## src/hw/flk_pkg.sv

```systemverilog
/*
  flk_pkg: constants and carrier types for the lock and user-bit command
  handler of the parallel flash programming port.
  assumes: one 200 MHz clock, synchronous active-high reset.
*/
package flk_pkg;

  // ----------------------------------------------------------------------
  // port widths
  // ----------------------------------------------------------------------
  localparam int unsigned DATA_W = 16;
  localparam int unsigned MODE_W = 4;

  // ----------------------------------------------------------------------
  // mode codes on the mode pins
  // ----------------------------------------------------------------------
  localparam logic [MODE_W-1:0] MODE_COMMAND_PHASE = 4'h5;
  localparam logic [MODE_W-1:0] MODE_DATA_PHASE    = 4'h7;

  // ----------------------------------------------------------------------
  // opcodes carried on the data pins in command phase
  // ----------------------------------------------------------------------
  localparam logic [DATA_W-1:0] OP_SET_PROTECT    = 16'h0001;
  localparam logic [DATA_W-1:0] OP_CLEAR_PROTECT  = 16'h0002;
  localparam logic [DATA_W-1:0] OP_READ_PROTECT   = 16'h0003;
  localparam logic [DATA_W-1:0] OP_SET_USER_BIT   = 16'h0004;
  localparam logic [DATA_W-1:0] OP_CLEAR_USER_BIT = 16'h0005;
  localparam logic [DATA_W-1:0] OP_ERASE_ALL      = 16'h0006;

  // ----------------------------------------------------------------------
  // reset values of the stored bits and default counts
  // ----------------------------------------------------------------------
  localparam logic [DATA_W-1:0] PROTECT_RESET   = 16'h0000;
  localparam logic [DATA_W-1:0] USER_BIT_RESET  = 16'h0000;
  localparam int unsigned       NUM_PROTECT_DEF = 16;
  localparam int unsigned       NUM_USER_DEF    = 4;

  typedef enum logic [2:0] {
    FLK_CMD_NONE,
    FLK_CMD_SET_PROTECT,
    FLK_CMD_CLEAR_PROTECT,
    FLK_CMD_READ_PROTECT,
    FLK_CMD_SET_USER,
    FLK_CMD_CLEAR_USER,
    FLK_CMD_ERASE_ALL
  } flk_cmd_e;

  // sampled programming pins, moved as one word through the synchroniser
  typedef struct packed {
    logic              cmd_n;
    logic              oe_n;
    logic [MODE_W-1:0] mode;
    logic [DATA_W-1:0] data;
  } flk_pins_s;

endpackage : flk_pkg

```

## src/hw/flk_cmd_handler.sv

```systemverilog
/*
  flk_cmd_handler: protect (lock) and user configuration bit commands of
  the parallel flash programming port, with the stored bits themselves.
  assumes: pins arrive asynchronously and are held stable by the
  programmer while the command strobe is low; page programming logic on
  the same clock reports page-and-protect commands by a one-cycle pulse.
*/
// Function
// - protect bits are also set by the write-page-and-protect commands.
// - set-protect activates every protect bit selected by the mask.
// - mask bit n acts on protect bit n, bit 0 on the first one.
// - clear-protect clears every protect bit selected by the mask.
// - erase-all clears every protect bit as well as the array.
// - set/clear-protect are a command-phase write then a data-phase write.
// - read-protect is a command-phase write then a data-phase read.
// - the returned mask has bit n high exactly when protect bit n is set.
// - set-user-bit activates each user bit selected, bit 0 the first.
// - clear-user-bit clears each user bit whose pattern bit is one.
// - erase-all also clears every user configuration bit.
// - set/clear-user-bit are a command-phase then a data-phase write.
// - erase-all aborts and erases nothing while any protect bit is set.
`timescale 1ns/1ps
module flk_cmd_handler #(
  parameter int unsigned NUM_PROTECT = flk_pkg::NUM_PROTECT_DEF,
  parameter int unsigned NUM_USER    = flk_pkg::NUM_USER_DEF
) (
  input  wire logic                       clk,
  input  wire logic                       rst,
  input  wire logic                       pgm_cmd_n,
  input  wire logic                       pgm_oe_n,
  input  wire logic [flk_pkg::MODE_W-1:0] pgm_mode,
  input  wire logic [flk_pkg::DATA_W-1:0] pgm_data_i,
  output logic      [flk_pkg::DATA_W-1:0] pgm_data_o,
  output logic                            pgm_data_oe,
  output logic                            pgm_rdy,
  output logic                            pgm_valid_n,
  input  wire logic                       page_protect_set,
  input  wire logic [$clog2(NUM_PROTECT)-1:0] page_protect_idx,
  output logic      [NUM_PROTECT-1:0]     protect_bits,
  output logic      [NUM_USER-1:0]        user_config_bits,
  output logic                            erase_all_go,
  output logic                            erase_abort
);

  // ----------------------------------------------------------------------
  // elaboration checks
  // ----------------------------------------------------------------------
  if (NUM_PROTECT < 2 || NUM_PROTECT > flk_pkg::DATA_W) begin : g_chk_p
    $error("NUM_PROTECT must lie between 2 and the data width");
  end
  if (NUM_USER < 1 || NUM_USER > flk_pkg::DATA_W) begin : g_chk_u
    $error("NUM_USER must lie between 1 and the data width");
  end

  // ----------------------------------------------------------------------
  // helpers
  // ----------------------------------------------------------------------
  function automatic logic [NUM_PROTECT-1:0] protect_mask(
    input logic [flk_pkg::DATA_W-1:0] d);
    protect_mask = d[NUM_PROTECT-1:0];
  endfunction

  function automatic logic [NUM_USER-1:0] user_mask(
    input logic [flk_pkg::DATA_W-1:0] d);
    user_mask = d[NUM_USER-1:0];
  endfunction

  // ----------------------------------------------------------------------
  // pin synchroniser
  // ----------------------------------------------------------------------
  flk_pkg::flk_pins_s meta_q;
  flk_pkg::flk_pins_s pins_q;
  flk_pkg::flk_pins_s pins_raw;

  always_comb begin
    pins_raw.cmd_n = pgm_cmd_n;
    pins_raw.oe_n  = pgm_oe_n;
    pins_raw.mode  = pgm_mode;
    pins_raw.data  = pgm_data_i;
  end

  // bus is held stable while the strobe is low, so a word-wide
  // two-stage sample cannot tear once the strobe is seen
  always_ff @(posedge clk) begin
    if (rst) begin
      meta_q <= '{cmd_n: 1'b1, oe_n: 1'b1, mode: '0, data: '0};
      pins_q <= '{cmd_n: 1'b1, oe_n: 1'b1, mode: '0, data: '0};
    end else begin
      meta_q <= pins_raw;
      pins_q <= meta_q;
    end
  end

  // ----------------------------------------------------------------------
  // handshake sequencer
  // ----------------------------------------------------------------------
  typedef enum logic [1:0] {
    ST_IDLE,
    ST_EXEC,
    ST_READ,
    ST_RELEASE
  } flk_state_e;

  flk_state_e                    state_q, state_d;
  flk_pkg::flk_cmd_e             pend_q, pend_d;
  logic [flk_pkg::DATA_W-1:0]    word_q, word_d;
  logic [NUM_PROTECT-1:0]        prot_q, prot_d;
  logic [NUM_USER-1:0]           user_q, user_d;
  logic [flk_pkg::DATA_W-1:0]    dout_q, dout_d;
  logic                          doe_q, doe_d;
  logic                          rdy_q, rdy_d;
  logic                          valid_n_q, valid_n_d;
  logic                          go_q, go_d;
  logic                          abort_q, abort_d;
  logic                          is_cmd, is_data;

  always_comb begin
    is_cmd  = pins_q.mode == flk_pkg::MODE_COMMAND_PHASE;
    is_data = pins_q.mode == flk_pkg::MODE_DATA_PHASE;
  end

  always_comb begin
    state_d   = state_q;
    pend_d    = pend_q;
    word_d    = word_q;
    prot_d    = prot_q;
    user_d    = user_q;
    dout_d    = dout_q;
    doe_d     = doe_q;
    rdy_d     = rdy_q;
    valid_n_d = valid_n_q;
    go_d      = 1'b0;
    abort_d   = abort_q;

    unique case (state_q)
      ST_IDLE: begin
        // ready stays high here; a strobe is a new handshake
        if (!pins_q.cmd_n) begin
          word_d = pins_q.data;
          rdy_d  = 1'b0;
          if (!pins_q.oe_n) begin
            state_d = ST_READ;
          end else begin
            state_d = ST_EXEC;
          end
        end
      end
      ST_EXEC: begin
        state_d = ST_RELEASE;
        rdy_d   = 1'b1;
        if (is_cmd) begin
          unique case (word_q)
            flk_pkg::OP_SET_PROTECT:    pend_d = flk_pkg::FLK_CMD_SET_PROTECT;
            flk_pkg::OP_CLEAR_PROTECT:  pend_d = flk_pkg::FLK_CMD_CLEAR_PROTECT;
            flk_pkg::OP_READ_PROTECT:   pend_d = flk_pkg::FLK_CMD_READ_PROTECT;
            flk_pkg::OP_SET_USER_BIT:   pend_d = flk_pkg::FLK_CMD_SET_USER;
            flk_pkg::OP_CLEAR_USER_BIT: pend_d = flk_pkg::FLK_CMD_CLEAR_USER;
            flk_pkg::OP_ERASE_ALL:      pend_d = flk_pkg::FLK_CMD_ERASE_ALL;
            default:                    pend_d = flk_pkg::FLK_CMD_NONE;
          endcase
        end else if (is_data) begin
          pend_d = flk_pkg::FLK_CMD_NONE;
          unique case (pend_q)
            flk_pkg::FLK_CMD_SET_PROTECT: begin
              prot_d = prot_d | protect_mask(word_q);
            end
            flk_pkg::FLK_CMD_CLEAR_PROTECT: begin
              prot_d = prot_d & ~protect_mask(word_q);
            end
            flk_pkg::FLK_CMD_SET_USER: begin
              user_d = user_q | user_mask(word_q);
            end
            flk_pkg::FLK_CMD_CLEAR_USER: begin
              user_d = user_q & ~user_mask(word_q);
            end
            flk_pkg::FLK_CMD_ERASE_ALL: begin
              // a protected region blocks the whole erase
              if (|prot_q) begin
                abort_d = 1'b1;
              end else begin
                abort_d = 1'b0;
                go_d    = 1'b1;
                prot_d  = '0;
                user_d  = '0;
              end
            end
            default: begin
            end
          endcase
        end else begin
          // unknown mode drops any half-finished command
          pend_d = flk_pkg::FLK_CMD_NONE;
        end
      end
      ST_READ: begin
        // only a read of a pending read-protect returns status
        if (is_data && pend_q == flk_pkg::FLK_CMD_READ_PROTECT) begin
          dout_d = flk_pkg::DATA_W'(prot_q);
        end else begin
          dout_d = '0;
        end
        pend_d    = flk_pkg::FLK_CMD_NONE;
        doe_d     = 1'b1;
        valid_n_d = 1'b0;
        rdy_d     = 1'b1;
        state_d   = ST_RELEASE;
      end
      ST_RELEASE: begin
        // data bus is freed only when the programmer ends the strobe
        if (pins_q.cmd_n) begin
          doe_d     = 1'b0;
          valid_n_d = 1'b1;
          state_d   = ST_IDLE;
        end
      end
      default: begin
        state_d = ST_IDLE;
      end
    endcase

    // applied last so a page pulse wins over a clear or erase in one cycle
    if (page_protect_set) begin
      prot_d[page_protect_idx] = 1'b1;
    end
  end

  always_ff @(posedge clk) begin
    if (rst) begin
      state_q   <= ST_IDLE;
      pend_q    <= flk_pkg::FLK_CMD_NONE;
      word_q    <= '0;
      prot_q    <= flk_pkg::PROTECT_RESET[NUM_PROTECT-1:0];
      user_q    <= flk_pkg::USER_BIT_RESET[NUM_USER-1:0];
      dout_q    <= '0;
      doe_q     <= 1'b0;
      rdy_q     <= 1'b1;
      valid_n_q <= 1'b1;
      go_q      <= 1'b0;
      abort_q   <= 1'b0;
    end else begin
      state_q   <= state_d;
      pend_q    <= pend_d;
      word_q    <= word_d;
      prot_q    <= prot_d;
      user_q    <= user_d;
      dout_q    <= dout_d;
      doe_q     <= doe_d;
      rdy_q     <= rdy_d;
      valid_n_q <= valid_n_d;
      go_q      <= go_d;
      abort_q   <= abort_d;
    end
  end

  // ----------------------------------------------------------------------
  // outputs
  // ----------------------------------------------------------------------
  assign pgm_data_o       = dout_q;
  assign pgm_data_oe      = doe_q;
  assign pgm_rdy          = rdy_q;
  assign pgm_valid_n      = valid_n_q;
  assign protect_bits     = prot_q;
  assign user_config_bits = user_q;
  assign erase_all_go     = go_q;
  assign erase_abort      = abort_q;

endmodule // flk_cmd_handler

```

## config.mk

```make
export PLATFORM = sky130hd
export DESIGN_NAME = flk_cmd_handler
export DESIGN_NICKNAME = d
export VERILOG_FILES = /design/src/hw/flk_pkg.sv /design/src/hw/flk_cmd_handler.sv
export SDC_FILE = /design/constraint.sdc
export NUM_CORES = 1
export LEC_CHECK = 0
export BUFFER_PORTS_ARGS = -buffer_cell sky130_fd_sc_hd__buf_2
export CELL_PAD_IN_SITES_DETAIL_PLACEMENT = 1
export CELL_PAD_IN_SITES_GLOBAL_PLACEMENT = 2
export CORE_MARGIN = 8
export CORE_UTILIZATION = 34
export DETAILED_ROUTE_END_ITERATION = 7
export PLACE_DENSITY = 0.9
export SKIP_CTS_REPAIR_TIMING = 1
export SLEW_MARGIN = 10
export SYNTH_ARGS = -nofsm -noshare
export SYNTH_HDL_FRONTEND = slang
export SYNTH_SLANG_ARGS = --single-unit
export TNS_END_PERCENT = 100
```

## constraint.sdc

```tcl
create_clock -name clk -period 1.98 [get_ports clk]
set_clock_uncertainty 0.05 [all_clocks]
set_input_delay 0.099 -clock clk [delete_from_list [all_inputs] [get_ports clk]]
set_output_delay 0.099 -clock clk [all_outputs]
set_load 0.02 [all_outputs]
```

==> metrics.md, run 1 <==
| Metric | Value |
|---|---|
| DRC Markers | 0 |
| Layout Utilization | 0.432 |
| Area Overhead vs Synth | 24.8% |
| Final setup viols | 0 |
| Die height | 126 µm |
| CTS Buffer Depth | 2 |
| Worst skew pair latency | 0.34 ns |
| Reg clk slew, reported paths | 0.07 ns |
| Final Hold Fails | 0 |
| Max Fclk | between 500 and 600 MHz |
| Vias in the first global route | about 3,600 |
| Synth top area cells | dfxtp_1 (52%), nor2b_1 (8.8%), a21oi_1 (5.5%) |
| Root Buffer | clkbuf_16 |
| Number of buffers added on ports | 69 |
| Leakage | 2.30 nW |
| CP Capture Type | flip-flop |
| Crit path DAT | slightly above 2 ns |
| Worst hold path class | in -> reg |
| Status | complete, no violations |
| Psw | roughly 1.3 mW |
| Row count | 40 |
| Peak supply drop | 0.507 mV |
| Initial antenna violation count | 0 |
| Post-synth top area cell | dfxtp_1 |
| Die area | 15,900 µm² |
| Async SR Flop Fraction | 0 |
| First DRT Iteration DRCs | roughly 160 |
| Io pins | 70 |
| Cell Pwr Density | a little over 900 nW/µm² |
| RSZ-0062 raised after global routing | false |
| First-pass GRT wire length | 17,900 µm |
| Final Cell Area | 5140 µm² |
| CTS H-Tree Depth | 3 |
| Fin crit period | ~1.8 ns |
| Top-area cell type share of the netlist area | 0.515 |
| Syn Area/Cell | 9.15 µm² |
| First drt pass iteration count | 4 |
| Core Area | 11,900 µm² |
| CTS tree | built |
| Fin crit share | 0.934 |
| Die W | 126 µm |
| CP Launch Type | flip-flop |
| Warnings from Yosys | 0 |
| Placed inst area | 4630 µm² |
| Max-cap viol count | 0 |
| Register bit total from synthesis | 106 |
| GRT Residual Overflow | 0 |
| CTS Buf Count | 9 |
| Pin count of the biggest net entering global routing | 58 |
| Number of fill cells | 1,407 |
| Seq pwr share | 0.493 |
| Delay-heaviest family, CP | simple AND/OR/NAND/NOR gates |
| Slew HR | 0.575 |
| Clk pwr share | 0.367 |
| Layout cell share with drive strength beyond 1 | 0.231 |
| Routed WL | 10,800 µm |
| WP buf/inv | 0 |
| Internal power | 3.38 mW |
| Crit path cell chain | nor4_1 -> and4_1 -> nand3_1 -> a221oi_1 |
| Drt via density | 4.96 |
| CP required | 2.17 ns |
| GPL Wtd Cong | 0.828 |
| Sw Ratio | 0.274 |
| CP max stage delay | roughly 0.47 ns |
| Syn nets | 484 |
| Number of antenna diodes | 0 |
| Seq/Total Area, Yosys | 0.515 |
| Slowest cell on crit path | nor4_1 |
| Synth Cell Area | 4120 µm² |
| Post-detail-place hpwl | 7590 µm |
| Initial core utilization | 0.346 |
| Number of clock sinks | 106 |
| Antenna Violating Nets Remaining | 0 |
| Via Count | ~3,400 |
| EDFF count, synth | 0 |
| Logic pwr share | 0.140 |
| Dominant synthesized flop cell | dfxtp_1 |
| Worst Tran Pin Value | 0.638 ns |
| Final Max Tran Viols | 0 |
| Total GRT Usage | 0.138 |
| Max FO, Critical Path | 7 |
| Wire per inst | 15.7 µm |
| Synthesized instance count | 450 |
| Kind of critical path | reg -> reg |
| Final nets | 570 |
| Distinct cells, synth | 41 |
Yosys cell counts, types with 2 or more instances:
cell      number
dfxtp_1      106
a311oi_1      16
nand2_1       41
o21bai_1       3
nor2_1        38
nand3_1        7
a21oi_1       45
nand2b_1       8
and3_1         2
nor3_1         6
nor4_1         5
clkbuf_1      21
buf_6          2
or4_1          2
mux2i_1        2
a211o_1       15
nand4_1        3
nor2b_1       58
nor4b_1        2
inv_1         18
buf_2          5
or2_2         19
ha_1           5
a221oi_1       4
area by class of cell:
cell class / count / area, µm² / share of cell area
sequential: 106 / 2120 / 0.413
multi-input combinational: 297 / 1810 / 0.352
timing repair buffer: 104 / 676 / 0.131
clock buffer: 9 / 225 / 0.0438
tap: 147 / 184 / 0.0358
inverter: 18 / 67.6 / 0.0131
clock inverter: 6 / 57.6 / 0.0112
layout by cell type, fill, tap and decap left out, types with 2 or more instances in the layout:
cell | synthesis | routed
inv_1 | 18 | 18
ha_1 | 5 | 5
a221oi_1 | 4 | 4
nor4b_1 | 2 | 2
buf_4 | 0 | 12
nor2b_1 | 58 | 57
a21oi_1 | 45 | 45
o21bai_1 | 3 | 3
dlygate4sd3_1 | 0 | 22
nand2_1 | 41 | 41
or2_2 | 19 | 19
inv_8 | 0 | 2
mux2i_1 | 2 | 2
nand2b_1 | 8 | 8
or4_1 | 2 | 2
nor4_1 | 5 | 5
dfxtp_1 | 106 | 106
nand4_1 | 3 | 3
nor2_1 | 38 | 38
nor3_1 | 6 | 5
clkbuf_16 | 0 | 9
a211o_1 | 15 | 15
nand3_1 | 7 | 7
inv_6 | 0 | 2
buf_2 | 5 | 69
a311oi_1 | 16 | 16
clkinv_4 | 0 | 2
power groups by stage:
stage	Clock [mW]	Sequential (mW)	Combinational (mW)
floorplan	0	2.36	0.404
global placement	0	2.34	0.601
detailed placement	0	2.35	0.622
CTS	1.74	2.30	0.630
global route	1.84	2.31	0.722
finish	1.71	2.29	0.653
per-layer routing:
| layer | track usage | up-vias | routed length [µm] |
|---|---|---|---|
| met5 | 0 | - | 0 |
| met4 | 0.0410 | 0 | 150 |
| met3 | 0.0397 | 13 | 521 |
| li1 | - | 1698 | - |
| met2 | 0.228 | 71 | 5140 |
| met1 | 0.170 | 1625 | 4980 |
worst paths after layout:
check | slack [ns] | from | endpoint | cells past startpoint
worst max-delay path | 0.13 | protect_bits[9]$_SDFF_PP0_ | user_config_bits[0]$_SDFFE_PP0P_ | 4
worst min-delay path | 0.17 | page_protect_idx[3] | protect_bits[9]$_SDFF_PP0_ | 4
worst max register to register | 0.13 | protect_bits[9]$_SDFF_PP0_ | user_config_bits[0]$_SDFFE_PP0P_ | 4
worst min register to register | 0.37 | meta_q[20]$_SDFF_PP1_ | pins_q[20]$_SDFF_PP1_ | 1
through the flow:
stage	total power, mW	setup TNS [ns]	worst slack, ns	instances	hold WS, ns
detailed placement	2.97	0	0.0228	650	0.237
CTS	4.67	-0.139	-0.0679	665	-0.122
floorplan	2.77	0	0.359	450	0.153
global route	4.87	0	0.0499	687	0.224
finish	4.65	0	0.131	687	0.169
global placement	2.94	0	0.121	650	0.237
tightest hold or removal path, delay by kind of cell:
| kind | cells | cell delay [ns] |
|---|---|---|
| AND/OR/NAND/NOR | 2 | 0.22 |
| buffers and inverters | 1 | 0.11 |
| AO/OA/AOI/OAI | 1 | 0.10 |
logic make-up (layout without fill, tap and decap cells):
| kind of cell | Yosys count | count (layout) | synth area share |
|---|---|---|---|
| simple gates | 202 | 202 | 0.273 |
| flops | 106 | 106 | 0.515 |
| compound gates | 88 | 88 | 0.144 |
| buf+inv | 47 | 137 | 0.0480 |
| fa+ha+maj | 5 | 5 | 0.0152 |
| mux | 2 | 2 | 0.00486 |
flip-flops by register name, summed over array words and instances, names as in the netlist, 2 cells and up:
signal,count
meta_q,22
pend_q,3
pgm_data_o,16
pins_q,22
protect_bits,16
state_q,2
user_config_bits,4
word_q,16
No activity file was read; power rests on OpenSTA's default activity.
==> run 2: changes to the inputs <==
--- a/config.mk
+++ b/config.mk
@@ -5,13 +5,15 @@
 export SDC_FILE = /design/constraint.sdc
 export NUM_CORES = 1
 export LEC_CHECK = 0
+export ABC_AREA = 1
 export BUFFER_PORTS_ARGS = -buffer_cell sky130_fd_sc_hd__buf_2
 export CELL_PAD_IN_SITES_DETAIL_PLACEMENT = 1
 export CELL_PAD_IN_SITES_GLOBAL_PLACEMENT = 2
 export CORE_MARGIN = 8
-export CORE_UTILIZATION = 34
+export CORE_UTILIZATION = 31
 export DETAILED_ROUTE_END_ITERATION = 7
-export PLACE_DENSITY = 0.9
+export PLACE_DENSITY = 0.89
+export SETUP_SLACK_MARGIN = 0.3
 export SKIP_CTS_REPAIR_TIMING = 1
 export SLEW_MARGIN = 10
 export SYNTH_ARGS = -nofsm -noshare
==> run 2 against run 1 <==
Via count is 26% higher. Register-to-register slack better by 0.17 ns. Clock power is 3% higher. Critical path type unchanged.
==> metrics.md, run 2 <==
| Metric | Value |
|---|---|
| Synth top cells by count | nor2_1 (157), nand2_1 (118), dfxtp_1 (106) |
| CP endpoint | pgm_rdy$_SDFFE_PP1P_ |
| Worst hold path class | in -> reg |
| Synth top area cells | dfxtp_1 (47%), nor2_1 (13%), nand2_1 (9.7%) |
| Top-area cell type share of the netlist area | 0.466 |
| Register bit total from synthesis | 106 |
| Critical R2R Capture | pgm_rdy$_SDFFE_PP1P_ |
| Pre-CTS WS | just over 0.2 ns |
| Io pins | 70 |
| Setup TNS | 0 ns |
| R2r startpoint | state_q[1]$_SDFFE_PP0P_ |
| Die area | 18,800 µm² |
| Crit path DAT | roughly 1.9 ns |
| Antenna Violating Nets Remaining | 0 |
| Core Area | 14,400 µm² |
| Top Registers | meta_q x22, pins_q x22 |
| Initial antenna violation count | 0 |
| R2R depth | 8 |
| Layout cell share with drive strength beyond 1 | 0.214 |
| Status | complete, no violations |
| Placed instance count | 886 |
| Synthesized instance count | 645 |
| Die height | 137 µm |
| Via Count | 4,309 |
| Dominant synthesized flop cell | dfxtp_1 |
| Fin crit period | roughly 1.7 ns |
| CTS H-Tree Depth | 3 |
| First drt pass iteration count | 4 |
| Worst Tran Pin Value | 0.726 ns |
| CTS Buffer Depth | 2 |
| Syn nets | 679 |
| Post-route worst setup slack | 0.298 ns |
| Slew HR | 0.515 |
| Wire per inst | 14.8 µm |
| CP Capture Type | flip-flop |
| Fin crit share | 0.850 |
| Layout Utilization | 0.410 |
| Worst skew pair latency | 0.36 ns |
| Max Fclk | slightly below 600 MHz |
| Pin count of the biggest net entering global routing | 37 |
| Post-detail-place hpwl | 9660 µm |
| Final setup viols | 0 |
| Reg clk slew, reported paths | approximately 0.08 ns |
| EDFF count, synth | 0 |
| CP Launch Type | flip-flop |
| First-pass GRT wire length | around 21,000 µm |
| Register Area | approximately 2100 µm² |
| Root Buffer | clkbuf_16 |
| Async SR Flop Fraction | 0 |
| Total GRT Usage | 0.144 |
| Seq/Total Area, Yosys | 0.466 |
| Kind of critical path | reg -> reg |
| Syn Area/Cell | just over 7 µm² |
| Final Cell Area | 5920 µm² |
| Max FO, Critical Path | 6 |
| Commonest non-fill, non-tap cell in the layout | nor2_1 |
| First DRT Iteration DRCs | ~170 |
| Multi-input gate area | 2060 µm² |
| Final Max Tran Viols | 0 |
| Reg2reg setup slack | ~0.3 ns |
| DRC Markers | 0 |
| GRT Residual Overflow | 0 |
| Max-cap viol count | 0 |
| Commonest non-fill, non-tap cells in the layout | nor2_1 (151), nand2_1 (110), dfxtp_1 (103) |
| Number of fill cells | 1,827 |
| Final nets | 782 |
| Number of antenna diodes | 0 |
| Final Hold Fails | 0 |
| CTS Buf Count | 9 |
| Warnings from Yosys | 0 |
| RSZ-0062 raised after global routing | true |
| Leakage | 2.84 nW |
| CP required | about 2.2 ns |
| Die W | 137 µm |
| Initial core utilization | 0.316 |
| Peak supply drop | 0.356 mV |
| Synth Cell Area | 4550 µm² |
| Routed WL | 13,800 µm |
| Post-synth top area cell | dfxtp_1 |
| Vias in the first global route | 4,303 |
| CTS tree | built |
| Number of clock sinks | 106 |
| Number of buffers added on ports | 69 |
| Cell Pwr Density | 925 nW/µm² |
| Drt via density | 4.60 |
| Area Overhead vs Synth | 30.0% |
| Critical path startpoint | state_q[1]$_SDFFE_PP0P_ |
| Row count | 44 |
| Most common cell in the synthesized netlist | nor2_1 |
| Distinct cells, synth | 32 |
| GPL Wtd Cong | slightly below 0.9 |
| Placed inst area | roughly 5000 µm² |
| Final cell count without fillers | roughly 940 |
run 2: cell types whose count changed after synthesis, sizes merged, moves of 5 or more:
| cell | previous run | this run |
|---|---|---|
| o21ai | 1 | 43 |
| inv | 18 | 84 |
| nor2 | 38 | 159 |
| nand2 | 41 | 121 |
| a311oi | 16 | 0 |
| or2 | 19 | 4 |
| nand2b | 8 | 0 |
| nand3 | 7 | 36 |
| a21oi | 45 | 50 |
| a211o | 15 | 0 |
| nor2b | 58 | 0 |
run 2: metrics by stage:
step | hold slack, ns | power (mW)
CTS | -0.142 | 5.39
global placement | 0.240 | 3.54
finish | 0.128 | 5.48
global route | 0.144 | 5.78
floorplan | 0.153 | 3.20
detailed placement | 0.240 | 3.59
run 2: logic make-up after synthesis:
group / Yosys count / synth area share
flops: 106 / 0.466
compound gates: 95 / 0.107
buf+inv: 111 / 0.106
simple gates: 328 / 0.308
fa+ha+maj: 5 / 0.0137
run 2: worst min path at each step:
stage | startpoint | end | slack, ns | cells past startpoint
4_1_cts | pgm_cmd_n | meta_q[21]$_SDFF_PP1_ | -0.14 | 2
5_1_grt | rst | meta_q[5]$_SDFF_PP0_ | 0.14 | 2
2_1_floorplan | pgm_oe_n | meta_q[20]$_SDFF_PP1_ | 0.15 | 1
3_3_place_gp | pgm_cmd_n | meta_q[21]$_SDFF_PP1_ | 0.24 | 2
6_report | rst | meta_q[3]$_SDFF_PP0_ | 0.13 | 2
3_5_place_dp | pgm_cmd_n | meta_q[21]$_SDFF_PP1_ | 0.24 | 2
run 2: power breakdown:
group	internal [mW]	switching, mW
sequential	2.37	0.161
clock	0.889	0.874
combinational	0.428	0.752
total	3.69	1.79
run 2: critical path, cell delays in order, from the launching register on:
cell and delay [ns]:
dfxtp_2 0.34, inv_2 0.09, buf_4 0.14, ha_4 0.13, inv_2 0.04, nor2_4 0.16
clkinvlp_4 0.17, buf_8 0.17, a221o_1 0.28
run 2: per-layer routing:
layer	global-route usage	part of all wire	wire length [µm]	vias up
li1	-	-	-	2197
met5	0	0	0	-
met2	0.241	0.50	6880	66
met4	0.0531	0.016	215	0
met1	0.179	0.45	6230	2035
met3	0.0292	0.038	523	11
run 2: final cells by class:
class	count	area share
Tap cell	184	0.0389
Inverter	84	0.0545
Clock buffer	9	0.0381
Timing Repair Buffer	118	0.148
Sequential cell	106	0.359
Timing Repair inverter	1	0.00127
Clock inverter	7	0.0116
Multi-Input combinational cell	428	0.348
==> run 3: changes to the inputs <==
==> constraint.sdc (replaced) <==
create_clock -name clk -period 1.6 [get_ports clk]
set_clock_uncertainty 0.05 [all_clocks]
set_input_delay 0.08 -clock clk [delete_from_list [all_inputs] [get_ports clk]]
set_output_delay 0.08 -clock clk [all_outputs]
set_load 0.02 [all_outputs]
==> run 3 against run 2 <==
Cell count up 0.53%. Register-to-register slack worse by 0.34 ns. Power rose by 26%. Clock power is 34% higher. Sequential power is 24% higher. The run now ends with setup timing left. Via count grew 1.5%. Critical path depth rose by 2. Non-clock buffer count grew 6. Utilization grew 0.45 points. Sequential share of layout area decreased by 0.33 points.
==> metrics.md, run 3 (same netlist as run 2, synthesis figures left out) <==
| Metric | Value |
|---|---|
| Status | finished with violations |
| Violated checks | setup timing |
| Initial core utilization | 0.316 |
| Row count | 44 |
| Cell Pwr Density | between 1000 and 1500 nW/µm² |
| R2r startpoint | state_q[1]$_SDFFE_PP0P_ |
| CP required | 1.82 ns |
| First DRT Iteration DRCs | approximately 180 |
| Hold Crit Start | rst |
| Vias in the first global route | 4,320 |
| CP Launch Type | flip-flop |
| Crit path cell chain | inv_4 -> ha_4 -> inv_2 -> nor3_4 -> buf_12 -> buf_12 -> nand3_1 -> nand2_1 -> a21oi_1 -> a21oi_1 |
| First-pass GRT wire length | 21,800 µm |
| Layout Utilization | 0.415 |
| Fin crit period | 1.64 ns |
| Max-cap viol count | 0 |
| Via Count | 4,373 |
| CP max stage delay | 0.35 ns |
| R2R depth | 10 |
| CTS Buf Count | 9 |
| Final nets | 787 |
| GPL Wtd Cong | 0.844 |
| Worst hold path class | in -> reg |
| Drt via density | 4.64 |
| Slew HR | 0.742 |
| Worst Tran Pin Value | 0.387 ns |
| Number of clock sinks | 106 |
| Commonest non-fill, non-tap cells in the layout | nor2_1 (144), nand2_1 (113), dfxtp_1 (102) |
| Critical R2R Capture | protect_bits[15]$_SDFF_PP0_ |
| Reg2reg setup slack | -0.04 ns |
| Post-detail-place hpwl | 9850 µm |
| CTS H-Tree Depth | 3 |
| Area Overhead vs Synth | 31.4% |
| Number of buffers added on ports | 69 |
| Max Fclk | 610 MHz |
| Critical path startpoint | state_q[1]$_SDFFE_PP0P_ |
| Antenna Violating Nets Remaining | 0 |
| Core Area | 14,400 µm² |
| Peak supply drop | 0.560 mV |
| Reg clk slew, reported paths | 0.08 ns |
| Routed WL | 13,700 µm |
| Wire per inst | 14.6 µm |
| Crit path DAT | 1.86 ns |
| Initial antenna violation count | 0 |
| Top Registers | meta_q x22, pins_q x22 |
| Number of antenna diodes | 0 |
| CTS Buffer Depth | 2 |
| Layout cell share with drive strength beyond 1 | 0.226 |
| GRT Residual Overflow | 0 |
| Leakage | 2.90 nW |
| Total GRT Usage | 0.147 |
| Final Hold Fails | 0 |
| CTS tree | built |
| Pin count of the biggest net entering global routing | 37 |
| Final Max Tran Viols | 0 |
| Final setup viols | 8 |
| Root Buffer | clkbuf_16 |
| DRC Markers | 0 |
| CP endpoint | protect_bits[15]$_SDFF_PP0_ |
| Commonest non-fill, non-tap cell in the layout | nor2_1 |
| Final cell count without fillers | 942 |
| Die height | around 140 µm |
| Max FO, Critical Path | 6 |
| Critical path depth in cells | 10 |
| WP buf/inv | 4 |
| Post-route worst setup slack | -0.0384 ns |
| CP Capture Type | flip-flop |
| Delay-heaviest family, CP | buffers and inverters |
| Die W | 137 µm |
| Worst skew pair latency | between 0.3 and 0.4 ns |
| First drt pass iteration count | 4 |
| Fin crit share | 1.02 |
| Kind of critical path | reg -> reg |
| Io pins | 70 |
| Die area | roughly 19,000 µm² |
| Slowest cell on crit path | dfxtp_2 |
| Placed instance count | 898 |
| RSZ-0062 raised after global routing | true |
[run 3: cell count changes in the layout (fill, tap and decap cells not counted), sizes merged]
cell | before | now
bufinv | 0 | 1
buf | 94 | 100
inv | 86 | 87
clkinvlp | 4 | 1
[run 3: how the worst min path moves through the flow]
stage	to	slack (ns)	cells after the start
floorplan	meta_q[20]$_SDFF_PP1_	0.13	1
global placement	meta_q[20]$_SDFF_PP1_	0.22	2
detailed placement	meta_q[21]$_SDFF_PP1_	0.22	2
CTS	meta_q[21]$_SDFF_PP1_	-0.16	2
global route	protect_bits[0]$_SDFF_PP0_	0.05	2
finish	protect_bits[0]$_SDFF_PP0_	0.04	2
[run 3: power by group]
| group | switching, mW | internal (mW) | total, mW |
|---|---|---|---|
| combinational | 0.934 | 0.491 | 1.42 |
| clock | 1.11 | 1.26 | 2.36 |
| sequential | 0.190 | 2.94 | 3.13 |
| total | 2.23 | 4.69 | 6.92 |
[run 3: metal layers]
metal,vias to the layer above,part of all wire,GRT usage
met5,-,0,0
met4,0,0.016,0.0537
met3,14,0.045,0.0277
met2,79,0.49,0.247
met1,2068,0.45,0.182
li1,2212,-,-
[run 3: per-stage QoR]
step,power (mW),TNS (ns),hold WS (ns),setup WS (ns),area [µm²]
3_3_place_gp,4.44,0,0.215,0.0366,5290
2_1_floorplan,4.01,0,0.134,0.123,4610
5_1_grt,7.31,-1.71,0.0460,-0.113,5980
6_report,6.92,-0.144,0.0379,-0.0384,5980
4_1_cts,6.91,-0.255,-0.162,-0.0502,5610
3_5_place_dp,4.52,-0.0237,0.221,-0.0237,5290
[run 3: layout make-up]
cell class,count,area (µm²)
inverter,84,318
clock buffer,9,225
timing repair buffer,124,935
multi-input combinational,428,2050
clock inverter,7,96.3
fill,1823,8440
tap,184,230
sequential,106,2130
